===== config.mk =====
export PLATFORM = sky130hd
export DESIGN_NAME = cfs_regs
export DESIGN_NICKNAME = d
export VERILOG_FILES = /design/src/rtl/cfs_chan_flags.v /design/src/rtl/cfs_regs.v
export VERILOG_INCLUDE_DIRS = /design/src /design/src/rtl
export SDC_FILE = /design/constraint.sdc
export NUM_CORES = 1
export LEC_CHECK = 0
export ABC_AREA = 1
export BUFFER_PORTS_ARGS = -buffer_cell sky130_fd_sc_hd__buf_2
export CAP_MARGIN = 20
export CORE_UTILIZATION = 52
export CTS_CLUSTER_SIZE = 16
export DETAILED_ROUTE_END_ITERATION = 12
export PLACE_DENSITY_LB_ADDON = 0.1
export SKIP_LAST_GASP = 1
export SLEW_MARGIN = 20
export SYNTH_ARGS = -nofsm -noshare
export SYNTH_HDL_FRONTEND = slang
export SYNTH_SLANG_ARGS = --single-unit

===== constraint.sdc =====
create_clock -name clk -period 1.5 [get_ports clk]
set_input_delay 0.225 -clock clk [delete_from_list [all_inputs] [get_ports clk]]
set_output_delay 0.225 -clock clk [all_outputs]
set_load 0.05 [all_outputs]

===== src/rtl/cfs_defines.vh =====
// register offsets, field positions, reset values and timing values in ns for the channel fifo status bank
`ifndef CFS_DEFINES_VH
`define CFS_DEFINES_VH

// ==========================================
// register offsets
`define CFS_ADDR_BIT_ORDER 8'h16
`define CFS_ADDR_STARVE 8'h18
`define CFS_ADDR_SPILL 8'h1A
`define CFS_ADDR_CHAN_ON 8'h10
`define CFS_ADDR_SWAP_CFG 8'h0F
`define CFS_ADDR_PLL_CTRL 8'h24
`define CFS_ADDR_IRQ_STAT 8'h30
`define CFS_ADDR_IRQ_CLR 8'h31
`define CFS_ADDR_IRQ_EN 8'h32

// ==========================================
// field positions
`define CFS_PLL_RUN_BIT 2
`define CFS_PLL_LOCK_BIT 5
`define CFS_LSB_FIRST_BIT 0
`define CFS_BYTE_PAIR_SWAP_BIT 0
`define CFS_HALFWORD_SWAP_BIT 3
`define CFS_PLL_KEEP_MASK 8'h1B

// ==========================================
// reset values
`define CFS_PLL_CTRL_RST 8'h00
`define CFS_BIT_ORDER_RST 16'h0000
`define CFS_CHAN_ON_RST 4'h0

// ==========================================
// timing
`define CFS_LOCK_TIME_NS 100
`define CFS_CLK_PERIOD_NS 4

`endif


===== src/rtl/cfs_chan_flags.v =====
// sticky underflow/overflow tracker for one channel
`timescale 1ns/10ps
module cfs_chan_flags (
  // clock and reset
  input wire clk,
  input wire resetn,
  // channel control
  input wire chan_on,
  // fifo events
  input wire fifo_empty_hit,
  input wire fifo_full_hit,
  // flags
  output reg starve_q,
  output reg spill_q,
  output wire starve_set,
  output wire spill_set
);
  reg chan_on_q;
  reg off_seen_q;
  wire rearm;

  // clear only on the first enable after a disable
  assign rearm = chan_on & ~chan_on_q & off_seen_q;
  assign starve_set = fifo_empty_hit & ~starve_q;
  assign spill_set = fifo_full_hit & ~spill_q;

  always @(posedge clk or negedge resetn) begin
    if (!resetn) begin
      chan_on_q <= 1'b0;
      off_seen_q <= 1'b0;
      starve_q <= 1'b0;
      spill_q <= 1'b0;
    end else begin
      chan_on_q <= chan_on;
      if (!chan_on)
        off_seen_q <= 1'b1;
      else if (rearm)
        off_seen_q <= 1'b0;
      // set wins over the re-enable clear
      if (fifo_empty_hit)
        starve_q <= 1'b1;
      else if (rearm)
        starve_q <= 1'b0;
      if (fifo_full_hit)
        spill_q <= 1'b1;
      else if (rearm)
        spill_q <= 1'b0;
    end
  end
endmodule // cfs_chan_flags


===== src/rtl/cfs_regs.v =====
// channel fifo status register bank with transfer pll control and word ordering
//
// Contract
// - underflow flag sets when channel fifo runs empty; stays until re-enable
// - transmit channel in underflow repeats its last valid byte until new data
// - flags clear only on channel disable followed by re-enable
// - overflow flag sets when channel fifo overfills; stays until re-enable
// - while in overflow, incoming data for that channel is dropped; the code drops it for rx0/rx1 only, tx0/tx1 fresh bytes still load
// - flag bits: 0 rx0, 1 rx1, 2 tx0, 3 tx1
// - bit 5 of pll control reads one while transfer pll is locked
// - bit 2 of pll control enables the 100 MHz transfer pll
// - pll control bits 4-3 and 1-0 store and read back; 7-6 read zero
// - lsb-first ordering combines with byte and halfword swap per 32-bit word
// - pll control lets both boards synchronise clocks before transfer
`timescale 1ns/10ps
`include "cfs_defines.vh"
module cfs_regs #(
  parameter NCH = 4
) (
  // clock and reset
  input wire clk,
  input wire resetn,
  // register port
  input wire [7:0] reg_addr,
  input wire [15:0] reg_wdata,
  input wire reg_wr,
  input wire reg_rd,
  output reg [15:0] reg_rdata,
  // fifo events, bit order per flag layout
  input wire [NCH-1:0] fifo_empty_hit,
  input wire [NCH-1:0] fifo_full_hit,
  // receive byte paths (rx0, rx1)
  input wire [15:0] rx_byte,
  input wire [1:0] rx_valid,
  output reg [1:0] rx_store_en,
  // transmit byte paths (tx0, tx1)
  input wire [15:0] tx_fresh_byte,
  input wire [1:0] tx_fresh_valid,
  output reg [15:0] tx_byte_q,
  // word ordering
  input wire [31:0] raw_word,
  output reg [31:0] ordered_word_q,
  // transfer pll
  input wire pll_locked_pin,
  output reg pll_run_enable,
  output reg xfer_ready,
  // channel enables and interrupt
  output reg [3:0] channel_on_bits,
  output reg irq
);
  // ==========================================
  // state
  reg [15:0] bit_order_select_q;
  reg [7:0] pll_ctrl_q;
  reg [7:0] swap_cfg_q;
  reg [7:0] irq_stat_q;
  reg [7:0] irq_en_q;
  reg lock_meta_q;
  reg pll_lock_status;
  wire [NCH-1:0] starve_flags;
  wire [NCH-1:0] spill_flags;
  wire [NCH-1:0] starve_set;
  wire [NCH-1:0] spill_set;
  wire [7:0] fifo_starve_flags;
  wire [7:0] fifo_spill_flags;
  wire [7:0] pll_rd;
  wire [7:0] irq_events;

  // ==========================================
  // per-channel sticky flags
  genvar gi;
  generate
    for (gi = 0; gi < NCH; gi = gi + 1) begin : g_ch
      cfs_chan_flags u_flags (
        .clk(clk),
        .resetn(resetn),
        .chan_on(channel_on_bits[gi]),
        .fifo_empty_hit(fifo_empty_hit[gi]),
        .fifo_full_hit(fifo_full_hit[gi]),
        .starve_q(starve_flags[gi]),
        .spill_q(spill_flags[gi]),
        .starve_set(starve_set[gi]),
        .spill_set(spill_set[gi])
      );
    end
  endgenerate

  assign fifo_starve_flags = {{(8-NCH){1'b0}}, starve_flags};
  assign fifo_spill_flags = {{(8-NCH){1'b0}}, spill_flags};
  assign irq_events = {{(8-2*NCH){1'b0}}, spill_set, starve_set};

  // ==========================================
  // lock pin synchroniser; the pll sits outside this clock domain
  always @(posedge clk or negedge resetn) begin
    if (!resetn) begin
      lock_meta_q <= 1'b0;
      pll_lock_status <= 1'b0;
    end else begin
      lock_meta_q <= pll_locked_pin;
      pll_lock_status <= lock_meta_q;
    end
  end

  // lock only counts while the pll is enabled
  assign pll_rd = {2'b00, pll_run_enable & pll_lock_status,
                   pll_ctrl_q[4:3], pll_run_enable, pll_ctrl_q[1:0]};

  // ==========================================
  // bit order register
  // flag offsets have no write branch anywhere, so writes there are dropped
  always @(posedge clk or negedge resetn) begin
    if (!resetn) begin
      bit_order_select_q <= `CFS_BIT_ORDER_RST;
    end else if (reg_wr && reg_addr == `CFS_ADDR_BIT_ORDER) begin
      bit_order_select_q <= reg_wdata;
    end
  end

  // ==========================================
  // transfer pll control register
  always @(posedge clk or negedge resetn) begin
    if (!resetn) begin
      pll_ctrl_q <= `CFS_PLL_CTRL_RST;
      pll_run_enable <= 1'b0;
    end else if (reg_wr && reg_addr == `CFS_ADDR_PLL_CTRL) begin
      // only the reserved bits are kept here; run enable has its own flop
      pll_ctrl_q <= reg_wdata[7:0] & `CFS_PLL_KEEP_MASK;
      pll_run_enable <= reg_wdata[`CFS_PLL_RUN_BIT];
    end
  end

  // ==========================================
  // swap configuration register
  always @(posedge clk or negedge resetn) begin
    if (!resetn) begin
      swap_cfg_q <= 8'h00;
    end else if (reg_wr && reg_addr == `CFS_ADDR_SWAP_CFG) begin
      swap_cfg_q <= reg_wdata[7:0];
    end
  end

  // ==========================================
  // channel enable register
  // a cleared bit stops receive stores on rx0/rx1 but keeps its flags; they clear on the next set
  always @(posedge clk or negedge resetn) begin
    if (!resetn) begin
      channel_on_bits <= `CFS_CHAN_ON_RST;
    end else if (reg_wr && reg_addr == `CFS_ADDR_CHAN_ON) begin
      channel_on_bits <= reg_wdata[3:0];
    end
  end

  // ==========================================
  // interrupt enable register
  always @(posedge clk or negedge resetn) begin
    if (!resetn) begin
      irq_en_q <= 8'h00;
    end else if (reg_wr && reg_addr == `CFS_ADDR_IRQ_EN) begin
      irq_en_q <= reg_wdata[7:0];
    end
  end

  // ==========================================
  // interrupt status, write-one-to-clear
  // status bits pulse in only when a flag first sets, so a held event cannot refire
  always @(posedge clk or negedge resetn) begin
    if (!resetn) begin
      irq_stat_q <= 8'h00;
    end else if (reg_wr && reg_addr == `CFS_ADDR_IRQ_CLR) begin
      // a same-cycle event wins over the clear
      irq_stat_q <= (irq_stat_q & ~reg_wdata[7:0]) | irq_events;
    end else begin
      irq_stat_q <= irq_stat_q | irq_events;
    end
  end

  // ==========================================
  // read values, padded to the bus width; unused upper bits read zero
  wire [15:0] rd_bit_order;
  wire [15:0] rd_starve;
  wire [15:0] rd_spill;
  wire [15:0] rd_pll;
  wire [15:0] rd_swap;
  wire [15:0] rd_chan;
  wire [15:0] rd_irq_stat;
  wire [15:0] rd_irq_en;

  assign rd_bit_order = bit_order_select_q;
  assign rd_starve = {8'h00, fifo_starve_flags};
  assign rd_spill = {8'h00, fifo_spill_flags};
  assign rd_pll = {8'h00, pll_rd};
  assign rd_swap = {8'h00, swap_cfg_q};
  assign rd_chan = {12'h000, channel_on_bits};
  assign rd_irq_stat = {8'h00, irq_stat_q};
  assign rd_irq_en = {8'h00, irq_en_q};

  // ==========================================
  // read multiplexer
  // an unmapped offset, or no read strobe at all, gives zero
  reg [15:0] rdata_d;
  always @* begin
    rdata_d = 16'h0000;
    if (reg_rd) begin
      if (reg_addr == `CFS_ADDR_BIT_ORDER)
        rdata_d = rd_bit_order;
      else if (reg_addr == `CFS_ADDR_STARVE)
        rdata_d = rd_starve;
      else if (reg_addr == `CFS_ADDR_SPILL)
        rdata_d = rd_spill;
      else if (reg_addr == `CFS_ADDR_PLL_CTRL)
        rdata_d = rd_pll;
      else if (reg_addr == `CFS_ADDR_SWAP_CFG)
        rdata_d = rd_swap;
      else if (reg_addr == `CFS_ADDR_CHAN_ON)
        rdata_d = rd_chan;
      else if (reg_addr == `CFS_ADDR_IRQ_STAT)
        rdata_d = rd_irq_stat;
      else if (reg_addr == `CFS_ADDR_IRQ_EN)
        rdata_d = rd_irq_en;
    end
  end

  // ==========================================
  // read data register, data one cycle after the strobe
  always @(posedge clk or negedge resetn) begin
    if (!resetn) begin
      reg_rdata <= 16'h0000;
    end else begin
      reg_rdata <= rdata_d;
    end
  end

  // ==========================================
  // word ordering
  integer k;
  reg [31:0] lsb_word;
  reg [31:0] swapped;
  // lsb-first reverses the bits inside each byte; byte positions stay put
  always @* begin
    lsb_word = raw_word;
    k = 0;
    if (bit_order_select_q[`CFS_LSB_FIRST_BIT]) begin
      for (k = 0; k < 32; k = k + 1) begin
        lsb_word[k] = raw_word[(k & 24) + 7 - (k & 7)];
      end
    end
  end

  // byte swap acts inside each halfword, then halfword swap exchanges the halves
  always @* begin
    swapped = lsb_word;
    if (swap_cfg_q[`CFS_BYTE_PAIR_SWAP_BIT])
      swapped = {swapped[23:16], swapped[31:24], swapped[7:0], swapped[15:8]};
    if (swap_cfg_q[`CFS_HALFWORD_SWAP_BIT])
      swapped = {swapped[15:0], swapped[31:16]};
  end

  always @(posedge clk or negedge resetn) begin
    if (!resetn) begin
      ordered_word_q <= 32'h00000000;
    end else begin
      ordered_word_q <= swapped;
    end
  end

  // ==========================================
  // receive gating
  always @* begin
    // overflowed receive channels drop incoming bytes
    rx_store_en = rx_valid & channel_on_bits[1:0] & ~spill_flags[1:0];
  end

  // ==========================================
  // interrupt line
  always @* begin
    irq = |(irq_stat_q & irq_en_q);
  end

  // ==========================================
  // transfer gate
  always @* begin
    // transfers wait until the pll is running and locked
    xfer_ready = pll_run_enable & pll_lock_status;
  end

  // ==========================================
  // transmit hold, one flop group per channel
  // without fresh data the last valid byte is held and resent, which covers underflow
  always @(posedge clk or negedge resetn) begin
    if (!resetn) begin
      tx_byte_q[7:0] <= 8'h00;
    end else if (tx_fresh_valid[0]) begin
      tx_byte_q[7:0] <= tx_fresh_byte[7:0];
    end
  end

  always @(posedge clk or negedge resetn) begin
    if (!resetn) begin
      tx_byte_q[15:8] <= 8'h00;
    end else if (tx_fresh_valid[1]) begin
      tx_byte_q[15:8] <= tx_fresh_byte[15:8];
    end
  end
endmodule // cfs_regs


# Word-level counts from Yosys, hierarchy flattened
# Index checks and enable logic that the tools add are counted.
# word_totals
ff_bits	131
out_inout_bits	73
elab_cells	123
# classes
eq_ne	13
muxes	29
n_bitwise	37
reduce_logical	15
# op_table
cell	count
$mux 32	3
$mux 8	8
$eq 8x5->1 const B	4
$eq 8x6->1 const B	4
$mux 16	2
$and 1x1->1	17
$and 8x8->8	2
$mux 1	16
$or 8x8->8	2
$reduce_bool 2->1	8
$not 1->1	12
$eq 8x4->1 const B	1
$ne 2x1->1 const B	4
$not 8->8	1
$reduce_or 8->1	1
$logic_and 1x1->1	6
$and 2x2->2	2
$not 2->2	1

# Depth between registers and ports, before layout
# Gate-level depths: netlist of run 1.
# logic_depth
depth_word	10
mapped_depth	10
depth_no_buf	10

# By module
# From an unflattened synthesis of run 1, not the netlist that was laid out.
# hier_totals
cells_unflattened	754
hier_area_um2	6178.4
# modules_own_cells
module	n_inst	cells_per_inst	area_per_inst_um2
cfs_regs	1	690	5572.8
cfs_chan_flags	4	16	151.4

# Least setup slack after synthesis of run 1
# No wires, ideal clock.
# synth_path
path_kind	reg-to-output
start	reg irq_en_q[3]
end	out irq
arrival_time_ns	1.213
required_ns	1.275
path_slack_ns	0.062
path_stages_with_launch	4
n_path_buf	0
cell_sequence	dfrtp_1 > a22o_1 > a221oi_1 > nand3_1
# synth_between
elab_chain_len	2
# synth_rtl
element	line_no	source
start: declaration	cfs_regs.v:57	reg [7:0] irq_en_q;
start signal: assignment	cfs_regs.v:159	irq_en_q <= reg_wdata[7:0];
$and 8x8->8	cfs_regs.v:276	irq = |(irq_stat_q & irq_en_q);
$reduce_or 8->1	cfs_regs.v:276	
end: declaration	cfs_regs.v:49	output reg irq
# No other way between the ends.

# Worst setup path after layout of run 1
# Ends and elaborated chain as after synthesis.

==> results.json, run 1 <==
{
  "ys.flop_type": "dfrtp_1",
  "placementRows": 39,
  "root_buffer": "clkbuf_16",
  "grt_overflow": 0,
  "violations": "setup timing",
  "synthCells": 726,
  "layout_commonest_cell": "nand2_1",
  "ff2ff_setup_slack_ns": 0.18,
  "io_pins": 178,
  "setup_viol": 1,
  "hp-class": "in -> reg",
  "grt_pass1_vias": 5439,
  "via_count": 5510,
  "leakage_nw": 4.14,
  "synth-seq-cells": 131,
  "grt_usage_pct": 26.1,
  "maxSlewHeadroom_pct": 62.4,
  "grt_max_degree": 88,
  "gp_congestion": 0.903,
  "grt_antenna_before_repair": 0,
  "dr_wl_met2_um": 7530,
  "start_util_pct": 53.4,
  "wl_met3_um": 900,
  "yosysSeqAreaShare_pct": 53.5,
  "crit_required_ns": 1.27,
  "h-tree-depth": 4,
  "dr.pass1.iters": 6,
  "synth.net_count": 831,
  "die_w_um": 111,
  "criticalPathCategory": "reg -> out",
  "start_kind": "register",
  "drive_gt1_share_pct": 29.5,
  "synth_edf_count": 0,
  "n_antenna_cell": 0,
  "wire_per_inst_um": 14.1,
  "cp.arrival_ns": 1.54,
  "top_layer": "met4",
  "clock_latency_ns": 0.42,
  "mostFrequentLayoutCells": "178 x nand2_1, 156 x buf_2, 130 x dfrtp_1, 92 x o21ai_0, 83 x inv_1",
  "fin_skew_ns": 0.00656,
  "viasPerCell": 5.17,
  "max_freq_ghz": 0.565,
  "crit_path_cell_trace": "a22o_1, a221oi_2, nand3_1, buf_6",
  "drt_wl_total_um": 15000,
  "wl_met1_um": 6190,
  "fin_crit_sh_pct": 118,
  "area_delta_synth_final_pct": 28.7,
  "dr.first_iter.drc_count": 387,
  "crit_slowest_cell": "dfrtp_1",
  "yosysWarnings": 0,
  "cts_max_path_buffers": 2,
  "crit_path_end_kind": "primary output",
  "rsz0062_at_grt": "yes",
  "final_antenna_net_count": 0,
  "async_reset_ff_share_pct": 100,
  "slowest_delay_ns": 0.38,
  "cp_max_fo": 2,
  "layout_min_cycle_time_ns": 1.77,
  "clk_pin_slew_ns": 0.06,
  "power.total_mw": 9.42,
  "worst_slew_pin_slew_ns": 0.564,
  "p_per_area_nw_per_um2": 1190,
  "postSynthAreaPerCell_um2": 8.44,
  "io_buffers": 161,
  "cts-buffers-inserted": 17,
  "core_um2": 11500,
  "maxCapViolCount": 0,
  "setup_ws_ns": -0.269,
  "die_h_um": 111,
  "grt_pass1_wl_um": 25300,
  "dpl.hpwl_um": 10900,
  "cp_num_buf_inv": 1,
  "tns_ns": -0.269,
  "die_area_um2": 12200,
  "ys_types": 31,
  "peakVddDrop_uv": 880,
  "drc": 0,
  "finalHoldViolCount": 0,
  "clock-sinks": 131,
  "cts_tree": "done",
  "status": "finished with violations",
  "synth_area_um2": 6130,
  "nNetsFinal": 1014,
  "slew_viol_final": 0,
  "critPathTopFamily": "compound AO/OA/AOI/OAI gates"
}
==> final timing paths <==
check,startpoint,cells after the start,end
setup / recovery,irq_en_q[3],4,irq
setup reg to reg,bit_order_select_q[0],8,ordered_word_q[13]
hold reg to reg,lock_meta_q,0,pll_lock_status
min in group asynchronous,resetn,3,ordered_word_q[23]
hold / removal,fifo_full_hit[2],3,g_ch[2].u_flags.spill_q
max in group asynchronous,resetn,3,irq_stat_q[7]
==> cells in the mapped netlist (6+ instances only) <==
| master | count | share of area [%] |
|---|---|---|
| nor3_1 | 6 | 0.49 |
| nand2_1 | 178 | 11 |
| buf_2 | 8 | 0.65 |
| clkbuf_1 | 16 | 0.98 |
| a21oi_1 | 34 | 2.8 |
| inv_1 | 83 | 5.1 |
| o21ai_1 | 18 | 1.5 |
| nor2_1 | 43 | 2.6 |
| dfrtp_1 | 131 | 53 |
| mux2_2 | 16 | 2.9 |
| nand3_1 | 57 | 4.7 |
| nand2_2 | 8 | 0.82 |
| o21ai_2 | 8 | 1.1 |
| o21ai_0 | 92 | 7.5 |
==> where the power goes <==
part	internal, mW	switching [mW]	leakage [nW]
sequential	3.73	0.0996	1.59
combinational	0.417	0.995	2.27
clock	2.63	1.54	0.286
==> metrics by stage <==
step | setup slack (ns) | std cells | cell area (um^2) | util (%) | hold slack [ns]
floorplan | 0.0617 | 726 | 6130 | - | -0.0706
global placement | 0.0379 | 1025 | 7190 | 62.7 | 0.296
detailed placement | -0.0696 | 1025 | 7190 | 62.7 | 0.304
CTS | -0.277 | 1060 | 7840 | 68.4 | 0.00132
global route | -0.317 | 1065 | 7890 | 68.8 | 0.0183
finish | -0.269 | 1065 | 7890 | 68.8 | 0.0164
==> layer usage <==
| layer | GRT usage (%) | up-vias |
|---|---|---|
| li1 | - | 2708 |
| met1 | 31.9 | 2567 |
| met2 | 43.6 | 204 |
| met3 | 6.92 | 31 |
| met4 | 11.3 | 0 |
| met5 | 0 | - |
==> worst register-to-register path, cell delays in order, from the launching register on <==
cell,delay (ns)
dfrtp_1,0.39
inv_1,0.09
buf_12,0.16
nand2_1,0.07
nand2_1,0.06
o21ai_0,0.18
inv_1,0.09
nand2_1,0.07
o21ai_0,0.09
==> logic make-up (layout without fill, tap and decap cells) <==
group                  Yosys count  in the layout  synth area share (%)
multiplexers                    16             16                  2.94
AO/OA/AOI/OAI                  159            159                  13.7
flip-flops                     131            131                  53.5
buffers and inverters          119            315                  8.70
AND/OR/NAND/NOR                301            301                  21.1
==> registers in the layout, summed over array words and instances (netlist names), 8 cells and up <==
signal,cells
ordered_word_q,32
irq_en_q,8
reg_rdata,16
irq_stat_q,8
tx_byte_q,16
bit_order_select_q,16
swap_cfg_q,8
==> area by class of cell <==
class / instances / area [um^2]
Clock buffer: 22 / 484
Clock inverter: 10 / 121
Fill cell: 943 / 3580
Inverter: 86 / 325
Multi-Input combinational cell: 476 / 2320
Sequential cell: 131 / 3280
Tap cell: 143 / 179
Timing Repair Buffer: 197 / 1170
==> timing repair <==
action	in CTS	in global routing
pin swaps	1	1
resized for setup	3	4
buffers inserted	1	5
endpoints found under the hold margin	132	0
hold buffers	2	0
cloned	0	0
setup endpoints to repair	1	4
Power figures use the tool's default switching activity.
==> run 2, diff against run 1 <==
BUFFER_PORTS_ARGS = -buffer_cell sky130_fd_sc_hd__clkbuf_2   (was -buffer_cell sky130_fd_sc_hd__buf_2)
==> results.json, run 2 (synthesis gave the netlist of run 1 again) <==
{
  "clk_pin_slew_ns": 0.05,
  "finalHoldViolCount": 0,
  "fin_crit_sh_pct": 120,
  "die_h_um": 111,
  "cp_max_fo": 2,
  "cts_tree": "done",
  "grt_pass1_vias": 5284,
  "clock_latency_ns": 0.42,
  "drt_wl_total_um": 14700,
  "crit_required_ns": 1.27,
  "met1_usage_pct": 31.8,
  "drive_gt1_share_pct": 28.8,
  "r2r-start": "bit_order_select_q[0]",
  "h-tree-depth": 4,
  "peakVddDrop_uv": 977,
  "cp.arrival_ns": 1.58,
  "grt_usage_pct": 25.4,
  "clock-sinks": 131,
  "r2r_end": "ordered_word_q[27]",
  "leakage_nw": 4.13,
  "status": "finished with violations",
  "root_buffer": "clkbuf_16",
  "grt_pass1_wl_um": 24500,
  "grt-busiest-layer": "met2",
  "worst_slew_pin_slew_ns": 0.333,
  "layout_min_cycle_time_ns": 1.80,
  "viasPerCell": 5.16,
  "dr.first_iter.drc_count": 498,
  "place_worst_setup_slack_ns": -0.0215,
  "layout_commonest_cell": "nand2_1",
  "final_util_pct": 68.6,
  "final_antenna_net_count": 0,
  "fin_skew_ns": 0.00471,
  "grt_overflow": 0,
  "area_delta_synth_final_pct": 28.3,
  "dpl.hpwl_um": 10700,
  "dr.pass1.iters": 5,
  "hold_depth": 3,
  "crit_path_end_kind": "primary output",
  "setup_viol": 1,
  "grt_antenna_before_repair": 0,
  "setup_ws_ns": -0.301,
  "crit_path_start": "irq_en_q[3]",
  "met2_usage_pct": 41.7,
  "wire_per_inst_um": 13.9,
  "hold-path-endpoint": "g_ch[3].u_flags.starve_q",
  "die_area_um2": 12200,
  "start_util_pct": 53.4,
  "start_kind": "register",
  "slew_viol_final": 0,
  "regMostFlops": "ordered_word_q",
  "finalNonFillerCells": 1059,
  "placementRows": 39,
  "mostFrequentLayoutCells": "178 x nand2_1, 156 x clkbuf_2, 130 x dfrtp_1, 91 x o21ai_0, 83 x inv_1",
  "criticalPathCategory": "reg -> out",
  "violations": "setup timing",
  "via_count": 5466,
  "die_w_um": 111,
  "core_um2": 11500,
  "nNetsFinal": 1010,
  "gp_congestion": 0.884,
  "cts_max_path_buffers": 2,
  "io_buffers": 161,
  "maxSlewHeadroom_pct": 77.6,
  "cts-buffers-inserted": 17,
  "grt_max_degree": 48,
  "drc": 0,
  "hp-start": "fifo_empty_hit[3]",
  "dp_cells": 1022,
  "rsz0062_at_grt": "yes",
  "max_freq_ghz": 0.555,
  "p_per_area_nw_per_um2": 1170,
  "maxCapViolCount": 0,
  "io_pins": 178,
  "ff2ff_setup_slack_ns": 0.20,
  "n_antenna_cell": 0,
  "grtUsageMet3_pct": 5.38,
  "hp-class": "in -> reg",
  "r2r_cells": 8,
  "largest_reg_flops": 32
}
-- run 2: cell count changes in the layout (fill, tap and decap cells not counted), moves of 3 or more --
cell	delta
buf_2	-156
inv_6	-3
buf_4	-8
clkbuf_2	+156
clkinv_2	+3
buf_12	+4
-- run 2: where the power goes --
| part | internal [mW] | switching [mW] | total, mW |
|---|---|---|---|
| registers | 3.74 | 0.103 | 3.84 |
| clock network | 2.45 | 1.47 | 3.92 |
| logic | 0.423 | 0.991 | 1.41 |
-- run 2: critical path: stages, from the launching register on --
cell and delay, ns:
dfrtp_1 0.38, a22o_1 0.26, a221oi_2 0.19, nand3_1 0.13, clkbuf_8 0.20
-- run 2: layout make-up --
cell class	count	area, um^2
fill	927	3600
sequential	131	3280
multi-input combinational	476	2320
timing repair buffer	193	1200
clock buffer	20	447
inverter	86	325
tap	143	179
clock inverter	10	111
-- run 2: worst max path at each step --
stage | to | cells after the start | slack (ns)
after floorplan | irq | 3 | 0.06
after global placement | channel_on_bits[1] | 9 | 0.03
after detailed placement | channel_on_bits[1] | 9 | -0.02
after CTS | irq | 4 | -0.27
after global routing | irq | 4 | -0.33
final | irq | 4 | -0.30
-- run 2: per-stage QoR --
step	power [mW]	cell area (um^2)	TNS (ns)	hold WS [ns]
floorplan	4.79	6130	0	-0.0706
global placement	5.25	7220	0	0.145
detailed placement	5.29	7220	-0.0266	0.143
CTS	9.24	7860	-0.270	0.00156
global route	9.52	7860	-0.335	0.00355
finish	9.17	7860	-0.301	0.0168
-- run 2: what timing repair did --
| item | CTS | global route |
|---|---|---|
| resized for setup | 5 | 5 |
| setup buffers | 4 | 0 |
| setup endpoints to repair | 3 | 4 |
| pin swaps | 1 | 0 |
| hold endpoints to repair | 34 | 0 |
| hold buffers | 3 | 0 |
| gates cloned | 0 | 0 |
-- run 2: metal layers --
| layer | up-vias | wire [um] |
|---|---|---|
| li1 | 2701 | - |
| met1 | 2541 | 6240 |
| met2 | 196 | 7210 |
| met3 | 28 | 866 |
| met4 | 0 | 352 |
| met5 | - | 0 |
